`src/core/pmc_pkg.sv`:
```
// pmc_pkg: offsets, field positions and reset values of the
// power-management capability register group.
// assumes byte-indexed configuration space reached in aligned dwords.
package pmc_pkg;
    // byte indices of the group
    localparam logic [7:0] PMC_OFF_CAP_ID    = 8'he0;
    localparam logic [7:0] PMC_OFF_NEXT_PTR  = 8'he1;
    localparam logic [7:0] PMC_OFF_CAPS      = 8'he2;
    localparam logic [7:0] PMC_OFF_CSR       = 8'he4;
    localparam logic [7:0] PMC_OFF_BRIDGE    = 8'he6;
    localparam logic [7:0] PMC_OFF_DATA      = 8'he7;
    localparam logic [7:0] PMC_OFF_ACPI_BASE = 8'he8;
    localparam logic [7:0] PMC_OFF_ACPI_MODE = 8'hea;
    // reset values
    localparam logic [7:0]  PMC_RST_CAP_ID    = 8'h01;
    localparam logic [7:0]  PMC_RST_NEXT_PTR  = 8'h00;
    localparam logic [15:0] PMC_RST_CAPS      = 16'h0000;
    localparam logic [15:0] PMC_RST_CSR       = 16'h0000;
    localparam logic [7:0]  PMC_RST_BRIDGE    = 8'h00;
    localparam logic [7:0]  PMC_RST_DATA      = 8'h00;
    localparam logic [15:0] PMC_RST_ACPI_BASE = 16'h0000;
    localparam logic [7:0]  PMC_RST_ACPI_MODE = 8'h00;
    // capability field positions
    localparam int PMC_CAP_WAKE_HI  = 15;
    localparam int PMC_CAP_WAKE_LO  = 11;
    localparam int PMC_CAP_D2_OK    = 10;
    localparam int PMC_CAP_D1_OK    = 9;
    localparam int PMC_CAP_DSI      = 5;
    localparam int PMC_CAP_AUX_PWR  = 4;
    localparam int PMC_CAP_CLK_DEP  = 3;
    localparam int PMC_CAP_VER_HI   = 2;
    // control/status field positions
    localparam int PMC_CSR_FLAG     = 15;
    localparam int PMC_CSR_SCALE_LO = 13;
    localparam int PMC_CSR_SEL_LO   = 9;
    localparam int PMC_CSR_EN       = 8;
    localparam int PMC_CSR_RSV_LO   = 2;
    // bridge extension bits
    localparam int PMC_BR_BUS_EN    = 7;
    localparam int PMC_BR_CLK_STOP  = 6;
    // power states
    localparam logic [1:0] PMC_D0     = 2'h0;
    localparam logic [1:0] PMC_D1     = 2'h1;
    localparam logic [1:0] PMC_D2     = 2'h2;
    localparam logic [1:0] PMC_D3HOT  = 2'h3;
    // acpi port response modes
    localparam logic [1:0] PMC_MODE_OFF   = 2'h0;
    localparam logic [1:0] PMC_MODE_SNOOP = 2'h1;
    localparam logic [1:0] PMC_MODE_CLAIM = 2'h2;
    // data selector depth
    localparam int PMC_SEL_W     = 4;
    localparam int PMC_DATA_ENTS = 16;
endpackage

```
`src/core/pmc_acpi_port_decode.sv`:
```
// pmc_acpi_port_decode: reacts to i/o accesses aimed at the acpi
// control port according to the programmed response mode.
// assumes one io_valid pulse per host i/o cycle, synchronous to ref_clk.
module pmc_acpi_port_decode
    import pmc_pkg::*;
(
    input  wire logic        ref_clk,
    input  wire logic        arst_n,
    input  wire logic        io_valid,
    input  wire logic        io_write,
    input  wire logic [15:0] io_addr,
    input  wire logic [15:0] port_base,
    input  wire logic [1:0]  port_mode,
    output logic             port_snoop,
    output logic             port_claim,
    output logic             port_forward
);
    logic hit; // address matches the programmed base
    assign hit = io_valid && (io_addr == port_base);

    // decision per cycle, all one-cycle pulses from flops
    always_ff @(posedge ref_clk or negedge arst_n) begin
        if (!arst_n) begin
            port_snoop   <= 1'b0;
            port_claim   <= 1'b0;
            port_forward <= 1'b0;
        end else begin
            // snoop only looks at writes and never blocks the cycle
            port_snoop   <= hit && io_write && (port_mode == PMC_MODE_SNOOP);
            port_claim   <= hit && (port_mode == PMC_MODE_CLAIM);
            // reserved mode behaves as disabled: safest is to pass the cycle on
            port_forward <= io_valid && !(hit && (port_mode == PMC_MODE_CLAIM));
        end
    end
endmodule // pmc_acpi_port_decode

```
`src/core/pmc_regs.sv`:
```
// pmc_regs: power-management capability registers of the bridge,
// reached by configuration reads and writes of aligned dwords.
// assumes lock-release bits live elsewhere and arrive as plain levels.
// Contract
// - capability id resets to 01h
// - lockable fields writable only when unlocked
// - next pointer holds following capability offset
// - wake-capable states field, bits 15 to 11
// - bits 10 and 9 report D2, D1
// - bit 5 flags device-specific initialisation
// - bit 4 selects auxiliary power source
// - bit 3 says wake needs pci clock
// - bits 2 to 0 give interface version
// - wake flag sets on event, write-one clears
// - control bit 8 gates wake output
// - selector 12-9 and scale 14-13 fields
// - power state field, D0 to D3hot
// - unsupported state writes dropped, bus completes
// - bus control off leaves secondary bus alone
// - D3hot removes power or stops clock
// - data register returns selected quantity
// - acpi port base, resets zero, relocatable
// - base writable only with second unlock
// - acpi port response mode decode
module pmc_regs
    import pmc_pkg::*;
(
    input  wire logic        ref_clk,
    input  wire logic        arst_n,
    input  wire logic        cfg_wr,
    input  wire logic        cfg_rd,
    input  wire logic [7:0]  cfg_addr,
    input  wire logic [3:0]  cfg_be,
    input  wire logic [31:0] cfg_wdata,
    output logic [31:0]      cfg_rdata,
    output logic             cfg_rvalid,
    input  wire logic        lock_release,
    input  wire logic        acpi_base_unlock,
    input  wire logic        wake_event_in,
    input  wire logic        io_valid,
    input  wire logic        io_write,
    input  wire logic [15:0] io_addr,
    output logic             wake_request_n,
    output logic             sec_bus_power_off,
    output logic             sec_bus_clock_stop,
    output logic             port_snoop,
    output logic             port_claim,
    output logic             port_forward
);
    // register storage
    logic [7:0]  cap_id_reg;        // capability identifier
    logic [7:0]  next_ptr_reg;      // next capability offset
    logic [15:0] caps_reg;          // capability flags
    logic [1:0]  pstate_reg;        // current power state
    logic [5:0]  csr_rsv_reg;       // locked reserved bits 7-2
    logic        wake_en_reg;       // wake_assert_enable
    logic [3:0]  data_sel_reg;      // data selector
    logic [1:0]  data_scale_reg;    // data scale
    logic        wake_flag_reg;     // wake_event_flag
    logic        wake_flag_next;    // flag after this edge
    logic        wake_en_next;      // enable after this edge
    logic [7:0]  bridge_ext_reg;    // bridge bus power extension
    logic [7:0]  data_tbl_reg [PMC_DATA_ENTS]; // per-selector data bytes
    logic [15:0] acpi_base_reg;     // acpi port base address
    logic [7:0]  acpi_mode_reg;     // acpi_port_response_mode and neighbours
    logic [31:0] rdata_next;        // read mux result

    // dword hit decode and per-lane write strobes
    logic        hit_id_dw;         // dword e0..e3
    logic        hit_csr_dw;        // dword e4..e7
    logic        hit_acpi_dw;       // dword e8..eb
    logic [3:0]  wr_id;             // lane strobes, dword e0
    logic [3:0]  wr_csr;            // lane strobes, dword e4
    logic [3:0]  wr_acpi;           // lane strobes, dword e8
    logic        state_ok;          // requested state is supported

    assign hit_id_dw   = (cfg_addr[7:2] == PMC_OFF_CAP_ID[7:2]);
    assign hit_csr_dw  = (cfg_addr[7:2] == PMC_OFF_CSR[7:2]);
    assign hit_acpi_dw = (cfg_addr[7:2] == PMC_OFF_ACPI_BASE[7:2]);
    assign wr_id   = {4{cfg_wr && hit_id_dw}} & cfg_be;
    assign wr_csr  = {4{cfg_wr && hit_csr_dw}} & cfg_be;
    assign wr_acpi = {4{cfg_wr && hit_acpi_dw}} & cfg_be;

    // optional states only when advertised; D0 and D3hot always accepted
    always_comb begin
        unique case (cfg_wdata[1:0])
            PMC_D1:  state_ok = caps_reg[PMC_CAP_D1_OK];
            PMC_D2:  state_ok = caps_reg[PMC_CAP_D2_OK];
            default: state_ok = 1'b1;
        endcase
    end

    // identifier, pointer and capability flags: all locked
    always_ff @(posedge ref_clk or negedge arst_n) begin
        if (!arst_n) begin
            cap_id_reg   <= PMC_RST_CAP_ID;
            next_ptr_reg <= PMC_RST_NEXT_PTR;
            caps_reg     <= PMC_RST_CAPS;
        end else if (lock_release) begin
            if (wr_id[0]) begin
                cap_id_reg <= cfg_wdata[7:0];
            end
            // software links the next capability here, zero ends the list
            if (wr_id[1]) begin
                next_ptr_reg <= cfg_wdata[15:8];
            end
            // low byte: dsi, aux power, clock dependency, version
            if (wr_id[2]) begin
                caps_reg[7:0] <= cfg_wdata[23:16];
            end
            // high byte: wake-capable states and D1/Second_low_state_ok
            if (wr_id[3]) begin
                caps_reg[15:8] <= cfg_wdata[31:24];
            end
        end
    end

    // power state: plain read/write, unsupported values silently dropped
    always_ff @(posedge ref_clk or negedge arst_n) begin
        if (!arst_n) begin
            pstate_reg <= PMC_RST_CSR[1:0];
        end else if (wr_csr[0] && state_ok) begin
            pstate_reg <= cfg_wdata[1:0];
        end
    end

    // selector and enable are open; scale and reserved bits are locked
    always_ff @(posedge ref_clk or negedge arst_n) begin
        if (!arst_n) begin
            csr_rsv_reg    <= PMC_RST_CSR[7:2];
            wake_en_reg    <= PMC_RST_CSR[PMC_CSR_EN];
            data_sel_reg   <= PMC_RST_CSR[12:9];
            data_scale_reg <= PMC_RST_CSR[14:13];
        end else begin
            if (wr_csr[0] && lock_release) begin
                csr_rsv_reg <= cfg_wdata[7:2];
            end
            wake_en_reg <= wake_en_next;
            if (wr_csr[1]) begin
                data_sel_reg <= cfg_wdata[PMC_CSR_SEL_LO +: PMC_SEL_W];
            end
            if (wr_csr[1] && lock_release) begin
                data_scale_reg <= cfg_wdata[PMC_CSR_SCALE_LO +: 2];
            end
        end
    end

    // wake flag: an event in the clearing cycle survives the clear
    always_comb begin
        wake_en_next   = wr_csr[1] ? cfg_wdata[PMC_CSR_EN] : wake_en_reg;
        wake_flag_next = wake_flag_reg;
        if (wr_csr[1] && cfg_wdata[PMC_CSR_FLAG]) begin
            wake_flag_next = 1'b0;
        end
        if (wake_event_in) begin
            wake_flag_next = 1'b1;
        end
    end

    // flag register and active-low wake pin, both updated together
    always_ff @(posedge ref_clk or negedge arst_n) begin
        if (!arst_n) begin
            wake_flag_reg  <= PMC_RST_CSR[PMC_CSR_FLAG];
            wake_request_n <= 1'b1;
        end else begin
            wake_flag_reg  <= wake_flag_next;
            wake_request_n <= !(wake_flag_next && wake_en_next);
        end
    end

    // bridge extension byte: locked
    always_ff @(posedge ref_clk or negedge arst_n) begin
        if (!arst_n) begin
            bridge_ext_reg <= PMC_RST_BRIDGE;
        end else if (wr_csr[2] && lock_release) begin
            bridge_ext_reg <= cfg_wdata[23:16];
        end
    end

    // secondary bus control follows the state one cycle later
    always_ff @(posedge ref_clk or negedge arst_n) begin
        if (!arst_n) begin
            sec_bus_power_off  <= 1'b0;
            sec_bus_clock_stop <= 1'b0;
        end else begin
            // with the mechanism disabled the state field has no effect
            sec_bus_power_off  <= bridge_ext_reg[PMC_BR_BUS_EN]
                                  && (pstate_reg == PMC_D3HOT)
                                  && !bridge_ext_reg[PMC_BR_CLK_STOP];
            sec_bus_clock_stop <= bridge_ext_reg[PMC_BR_BUS_EN]
                                  && (pstate_reg == PMC_D3HOT)
                                  && bridge_ext_reg[PMC_BR_CLK_STOP];
        end
    end

    // data table: one byte per selector value, written when unlocked
    genvar gi;
    generate
        for (gi = 0; gi < PMC_DATA_ENTS; gi++) begin : g_data
            always_ff @(posedge ref_clk or negedge arst_n) begin
                if (!arst_n) begin
                    data_tbl_reg[gi] <= PMC_RST_DATA;
                end else if (wr_csr[3] && lock_release
                             && (data_sel_reg == PMC_SEL_W'(gi))) begin
                    data_tbl_reg[gi] <= cfg_wdata[31:24];
                end
            end
        end
    endgenerate

    // acpi port base needs its own unlock; mode byte is always open
    always_ff @(posedge ref_clk or negedge arst_n) begin
        if (!arst_n) begin
            acpi_base_reg <= PMC_RST_ACPI_BASE;
            acpi_mode_reg <= PMC_RST_ACPI_MODE;
        end else begin
            if (wr_acpi[0] && acpi_base_unlock) begin
                acpi_base_reg[7:0] <= cfg_wdata[7:0];
            end
            if (wr_acpi[1] && acpi_base_unlock) begin
                acpi_base_reg[15:8] <= cfg_wdata[15:8];
            end
            if (wr_acpi[2]) begin
                acpi_mode_reg <= cfg_wdata[23:16];
            end
        end
    end

    // read mux; unmapped dwords and byte eb read zero
    always_comb begin
        rdata_next = 32'h0000_0000;
        if (hit_id_dw) begin
            rdata_next = {caps_reg, next_ptr_reg, cap_id_reg};
        end else if (hit_csr_dw) begin
            rdata_next = {data_tbl_reg[data_sel_reg], bridge_ext_reg,
                          wake_flag_reg, data_scale_reg, data_sel_reg,
                          wake_en_reg, csr_rsv_reg, pstate_reg};
        end else if (hit_acpi_dw) begin
            rdata_next = {8'h00, acpi_mode_reg, acpi_base_reg};
        end
    end

    // read answer one cycle after the request; data held until next read
    always_ff @(posedge ref_clk or negedge arst_n) begin
        if (!arst_n) begin
            cfg_rdata  <= 32'h0000_0000;
            cfg_rvalid <= 1'b0;
        end else begin
            cfg_rvalid <= cfg_rd;
            if (cfg_rd) begin
                cfg_rdata <= rdata_next;
            end
        end
    end

    // port decoder driven by programmed base and mode
    pmc_acpi_port_decode u_port (
        .ref_clk      (ref_clk),
        .arst_n       (arst_n),
        .io_valid     (io_valid),
        .io_write     (io_write),
        .io_addr      (io_addr),
        .port_base    (acpi_base_reg),
        .port_mode    (acpi_mode_reg[1:0]),
        .port_snoop   (port_snoop),
        .port_claim   (port_claim),
        .port_forward (port_forward)
    );
endmodule // pmc_regs

```
`config.mk`:
```
export PLATFORM = sky130hd
export DESIGN_NAME = pmc_regs
export DESIGN_NICKNAME = d
export VERILOG_FILES = /design/src/core/pmc_pkg.sv /design/src/core/pmc_acpi_port_decode.sv /design/src/core/pmc_regs.sv
export SDC_FILE = /design/constraint.sdc
export NUM_CORES = 1
export LEC_CHECK = 0
export ABC_CLOCK_PERIOD_IN_PS = 2400
export BUFFER_PORTS_ARGS = -buffer_cell sky130_fd_sc_hd__buf_2
export CAP_MARGIN = 15
export CORE_ASPECT_RATIO = 1.1
export CORE_MARGIN = 2
export CORE_UTILIZATION = 31
export CTS_CLUSTER_SIZE = 25
export DETAILED_ROUTE_END_ITERATION = 12
export PLACE_DENSITY_LB_ADDON = 0.25
export SKIP_LAST_GASP = 1
export SLEW_MARGIN = 5
export SYNTH_ARGS = -nofsm -noshare
export SYNTH_HDL_FRONTEND = slang
export SYNTH_SLANG_ARGS = --single-unit
```
`constraint.sdc`:
```
create_clock -name ref_clk -period 2.4 [get_ports ref_clk]
set_input_delay 0.12 -clock ref_clk [delete_from_list [all_inputs] [get_ports ref_clk]]
set_output_delay 0.12 -clock ref_clk [all_outputs]
set_load 0.02 [all_outputs]
```
==> results of run 1 <==
[cells by family after synthesis]
family,after synthesis,synth area share (%)
compound gates,61,4.40
xor+xnor,16,1.29
fa+ha+maj,2,0.230
buf+inv,48,1.72
flops,247,56.7
mux,238,27.9
simple gates,174,7.72
[worst max-delay path by stage]
stage | cells past startpoint | slack (ns) | start | endpoint
final | 5 | 0.14 | acpi_base_reg[12] | u_port.port_forward
after CTS | 5 | 0.08 | acpi_base_reg[12] | u_port.port_forward
after detailed placement | 3 | 0.18 | data_sel_reg[1] | data_tbl_reg[33]
after floorplan | 5 | 0.41 | data_sel_reg[0] | data_tbl_reg[100]
after global placement | 5 | 0.26 | cfg_addr[4] | data_tbl_reg[37]
after global routing | 5 | 0.02 | acpi_base_reg[0] | u_port.port_forward
[power groups by stage]
stage,sequential (W),clock [W],combinational (W)
floorplan,0.00447,0,0.000293
global placement,0.00445,0,0.000684
finish,0.00438,0.00401,0.000716
detailed placement,0.00445,0,0.000691
CTS,0.00438,0.00414,0.000735
global route,0.00439,0.00433,0.000793
[cells in the final DEF (no fill, tap or decap), types with 10 or more instances in the layout]
cell type        n
buf_4           44
mux4_2          32
mux2_2         206
nand3_1         15
buf_2          104
xor2_1          15
a22o_1          16
a41oi_1         24
nand2_1         86
clkbuf_16       28
dlygate4sd3_1   33
dfrtp_1        244
nor2_1          40
o21ai_0         10
[critical path, cell delays in order, from the launching register on]
cell	delay, ns
dfrtp_1	0.43
xor2_1	0.20
nor4_2	0.31
nand4_1	0.23
o41a_1	0.41
dlygate4sd3_1	0.56
[final cells by class]
type / count / area [µm²] / area share [%]
multi-input combinational: 491 / 4550 / 33.6
tap: 444 / 556 / 4.10
timing repair buffer: 190 / 1360 / 10.0
sequential: 247 / 6180 / 45.7
clock buffer: 45 / 845 / 6.24
inverter: 5 / 18.8 / 0.139
clock inverter: 2 / 21.3 / 0.157
[per-stage QoR]
stage               worst slack (ns)  utilization, %
floorplan                      0.413               -
global placement               0.259            35.4
detailed placement             0.183            35.4
CTS                           0.0774            38.8
global route                  0.0236            38.8
finish                         0.142            38.8
[routing by layer]
layer	share of wire, %	GRT usage [%]	wire (µm)	vias up
met2	48	24.5	12500	144
met5	0.023	0	6	-
met3	3.9	2.14	1020	30
li1	-	-	-	3236
met1	47	19.6	12300	3491
met4	1.2	2.65	310	2
[repair_timing]
action / CTS / global route
hold buffers: 33 / 0
hold endpoints to repair: 208 / 0
setup buffers: 0 / 0
gates resized for setup: 0 / 1
endpoints found under the setup margin: 0 / 1
==> flow_metrics.tcl, run 1 <==
set metrics [dict create \
    outcome "finished clean" \
    combPwrFrac_pct 7.9 \
    largest_reg_flops 128 \
    finalCritPeriodShare_pct 94.1 \
    antenna_found_initial 0 \
    tightest_slew_ns 0.637 \
    ys_ff_latch 247 \
    drive_gt1_share_pct 45.8 \
    cts_buffer_depth 3 \
    placed_cells 1344 \
    hold_end "data_scale_reg[0]" \
    synth_edf_count 0 \
    layout.nets 1034 \
    syn_area_um2 10900 \
    num_rows 72 \
    finalCriticalPeriod_ns 2.26 \
    grt_pass1_vias 7311 \
    cp.required_ns 2.81 \
    r2r_start "acpi_base_reg[12]" \
    p_leak_nw 6.46 \
    syn_nets 857 \
    wl_mm 26.2 \
    clock_skew_ns 0.0196 \
    hold_slack_ns 0.0245 \
    pwr-share-seq_pct 48.1 \
    area_delta_synth_final_pct 24.2 \
    maxCapViolCount 0 \
    rsz0062_at_grt "no" \
    insertion_delay_ns 0.54 \
    ios 108 \
    cts.sinks 247 \
    cts_buffers 28 \
    crit_type "flip-flop to flip-flop" \
    slew_violations 0 \
    syn_inst 786 \
    synth_common_cells "245 x dfrtp_1, 206 x mux2_2, 86 x nand2_1" \
    wl_per_cell_um 18.4 \
    fin_cells 1424 \
    timing.rr.end "u_port.port_forward" \
    peakVddDrop_mv 0.438 \
    grt_max_degree 70 \
    p_sw_w 0.00213 \
    maxClockFrequency_mhz 443 \
    ctsRootBufferMaster "clkbuf_16" \
    hold_path.class "primary input to flip-flop" \
    yosys-top-cells-area "dfrtp_1 56%, mux2_2 21%, mux4_2 6.6%" \
    relSlewSlack_pct 57.5 \
    syn_avg_cell_area_um2 13.9 \
    fillers 3343 \
    grt.overflow.total 0 \
    viasPerCell 4.85 \
    switching_share_pct 23.4 \
    synth_top_area_cell "dfrtp_1" \
    synth_top_area_share_pct 56.3 \
    firstDrtPassIters 4 \
    drc_errors 0 \
    fin_area_um2 13500 \
    path_clk_slew_ns 0.06 \
    globalplace.congestion 0.733 \
    die_w_um 183 \
    cts_max_level 1 \
    drt_iter0_markers 232 \
    seq_area_frac_synth_pct 56.7 \
    dpl.hpwl_mm 18.2 \
    min_from "lock_release" \
    core_um2 34900 \
    dieArea_um2 36700 \
    track_usage_pct 14.4 \
    p_int_w 0.00698 \
    antenna-diode-count 0 \
    cp-start-kind "flip-flop" \
    tns_ns 0 \
    ff2ff_setup_slack_ns 0.14 \
    synth.distinct_cells 35 \
    crit_path_end_kind "flip-flop" \
    tritoncts "yes" \
    num_vias 6903 \
    ys_warn_count 0 \
    synth_flop_cell "dfrtp_1" \
    numPortBuffers 105 \
    async_flop_share_pct 100 \
    synth_most_common_cell "dfrtp_1" \
    die_h_um 201 \
    arrival_ns 2.66 \
    grt_pass1_wl_mm 42.1 \
    holdPathStages 3 \
    cp_max_fo 3 \
    place_area_um2 12300 \
    ant_nets 0 \
    total_power_w 0.00911 \
    power.density_nw_per_um2 673 \
    setup_viol 0 \
    p_clk_share_pct 44.1 \
    ff2ff_path_depth 5 \
    start_util_pct 31.3 \
    timing_hold_violations_final 0 \
]
Note: power is estimated with default switching activity, not from simulation.
==> run 2, diff against run 1 <==
--- a/config.mk
+++ b/config.mk
@@ -8,12 +8,13 @@
 export ABC_CLOCK_PERIOD_IN_PS = 2400
 export BUFFER_PORTS_ARGS = -buffer_cell sky130_fd_sc_hd__buf_2
 export CAP_MARGIN = 15
-export CORE_ASPECT_RATIO = 1.1
+export CORE_ASPECT_RATIO = 1.4
 export CORE_MARGIN = 2
 export CORE_UTILIZATION = 31
 export CTS_CLUSTER_SIZE = 25
 export DETAILED_ROUTE_END_ITERATION = 12
 export PLACE_DENSITY_LB_ADDON = 0.25
+export SKIP_CTS_REPAIR_TIMING = 1
 export SKIP_LAST_GASP = 1
 export SLEW_MARGIN = 5
 export SYNTH_ARGS = -nofsm -noshare
==> flow_metrics.tcl, run 2 (synthesis results as in run 1) <==
set metrics [dict create \
    grt_pass1_vias 7147 \
    cp-start-kind "flip-flop" \
    core_um2 34800 \
    tns_ns 0 \
    outcome "finished clean" \
    slew_violations 0 \
    power.density_nw_per_um2 660 \
    arrival_ns 2.49 \
    crit_type "flip-flop to flip-flop" \
    antenna_found_initial 0 \
    largest_reg_flops 128 \
    antenna-diode-count 0 \
    grt_busiest_layer "met2" \
    numPortBuffers 105 \
    grt_max_degree 73 \
    cp_cell_sequence "buf_12, mux4_2, a22o_1, o21ai_0, a31oi_1" \
    cp.required_ns 2.78 \
    firstDrtPassIters 4 \
    grt_pass1_wl_mm 41.7 \
    cts_max_level 1 \
    slowest_stage "dfrtp_2" \
    cpPeakStageDelay_ns 0.61 \
    gr-usage-met1_pct 17.6 \
    ios 108 \
    drc_errors 0 \
    tightest_slew_ns 0.647 \
    ant_nets 0 \
    final_common_cell "dfrtp_1" \
    crit_path_end_kind "flip-flop" \
    mostFrequentLayoutCells "244 x dfrtp_1, 206 x mux2_2, 104 x buf_2" \
    p_leak_nw 6.35 \
    fin_ws_ns 0.286 \
    finalCritPeriodShare_pct 88.1 \
    finalCriticalPeriod_ns 2.11 \
    area_delta_synth_final_pct 22.4 \
    grt.overflow.total 0 \
    viasPerCell 4.82 \
    peakVddDrop_mv 0.426 \
    path_clk_slew_ns 0.07 \
    grt_use_met2_pct 26.8 \
    setup_viol 0 \
    drt_iter0_markers 404 \
    cts_buffers 24 \
    insertion_delay_ns 0.52 \
    globalplace.congestion 0.758 \
    die_w_um 162 \
    dieArea_um2 36700 \
    dpl.hpwl_mm 18.4 \
    wl_mm 25.9 \
    start_util_pct 31.3 \
    clock_skew_ns 0.00835 \
    critical-path-top-delay-family "compound AO/OA/AOI/OAI gates" \
    num_vias 6873 \
    cts.sinks 247 \
    cts_buffer_depth 3 \
    rsz0062_at_grt "no" \
    wl_per_cell_um 18.2 \
    maxCapViolCount 0 \
    ctsRootBufferMaster "clkbuf_16" \
    path_buf_inv 1 \
    die_h_um 226 \
    maxClockFrequency_mhz 473 \
    tritoncts "yes" \
    layout.nets 1022 \
    hold_path.class "primary input to flip-flop" \
    cp_max_fo 13 \
    track_usage_pct 14.5 \
    dp_slack_ns 0.208 \
    final_core_util_pct 38.4 \
    relSlewSlack_pct 56.9 \
    timing_hold_violations_final 0 \
    fillers 3327 \
    drive_gt1_share_pct 45.6 \
    num_rows 81 \
    use_met3_pct 2.13 \
]
==> run 2: metal layers <==
| layer | vias to the layer above | part of all wire [%] | wire, µm |
|---|---|---|---|
| li1 | 3204 | - | - |
| met1 | 3525 | 41 | 10800 |
| met2 | 114 | 53 | 13900 |
| met3 | 30 | 3.6 | 927 |
| met4 | 0 | 1.6 | 403 |
| met5 | - | 0 | 0 |
==> run 2: final timing paths <==
| check | start | end | cells after the start | slack (ns) |
|---|---|---|---|---|
| setup reg to reg | data_sel_reg[0] | cfg_rdata[30] | 5 | 0.29 |
| hold / removal | lock_release | data_scale_reg[1] | 3 | 0.02 |
| hold reg to reg | bridge_ext_reg[6] | sec_bus_power_off | 1 | 0.48 |
| setup / recovery | data_sel_reg[0] | cfg_rdata[30] | 5 | 0.29 |
| max in group asynchronous | arst_n | next_ptr_reg[6] | 3 | 1.39 |
| min in group asynchronous | arst_n | data_tbl_reg[120] | 2 | 0.11 |
==> run 2: power by group <==
group          leakage (nW)  internal, W  switching (W)
clock network         0.372      0.00212        0.00162
registers              3.36      0.00428      0.0000893
logic                  2.62     0.000291       0.000398
total                  6.35      0.00669        0.00211
==> run 2: worst reg2reg max path, cell delays in order (launching register included) <==
cell,delay (ns)
dfrtp_2,0.61
buf_12,0.23
mux4_2,0.51
a22o_1,0.26
o21ai_0,0.24
a31oi_1,0.12
==> run 2: per-stage QoR <==
stage               power (W)  instances  instance area (µm²)  hold slack [ns]
floorplan             0.00476        786                10900           -0.176
global placement      0.00511       1352                12300            0.105
detailed placement    0.00512       1352                12300            0.103
CTS                   0.00891       1396                13000           -0.464
global route          0.00917       1425                13300           0.0239
finish                0.00880       1425                13300           0.0202
==> run 2: area by class of cell <==
cell class              instances  area [µm²]  share of cell area, %
well taps                     456         571                   4.28
flip-flops and latches        247        6180                   46.4
inverters                       5        18.8                  0.141
multi-input cells             491        4540                   34.1
repair buffers                182        1250                   9.36
clock inverters                 9        77.6                  0.582
clock buffers                  35         693                   5.20
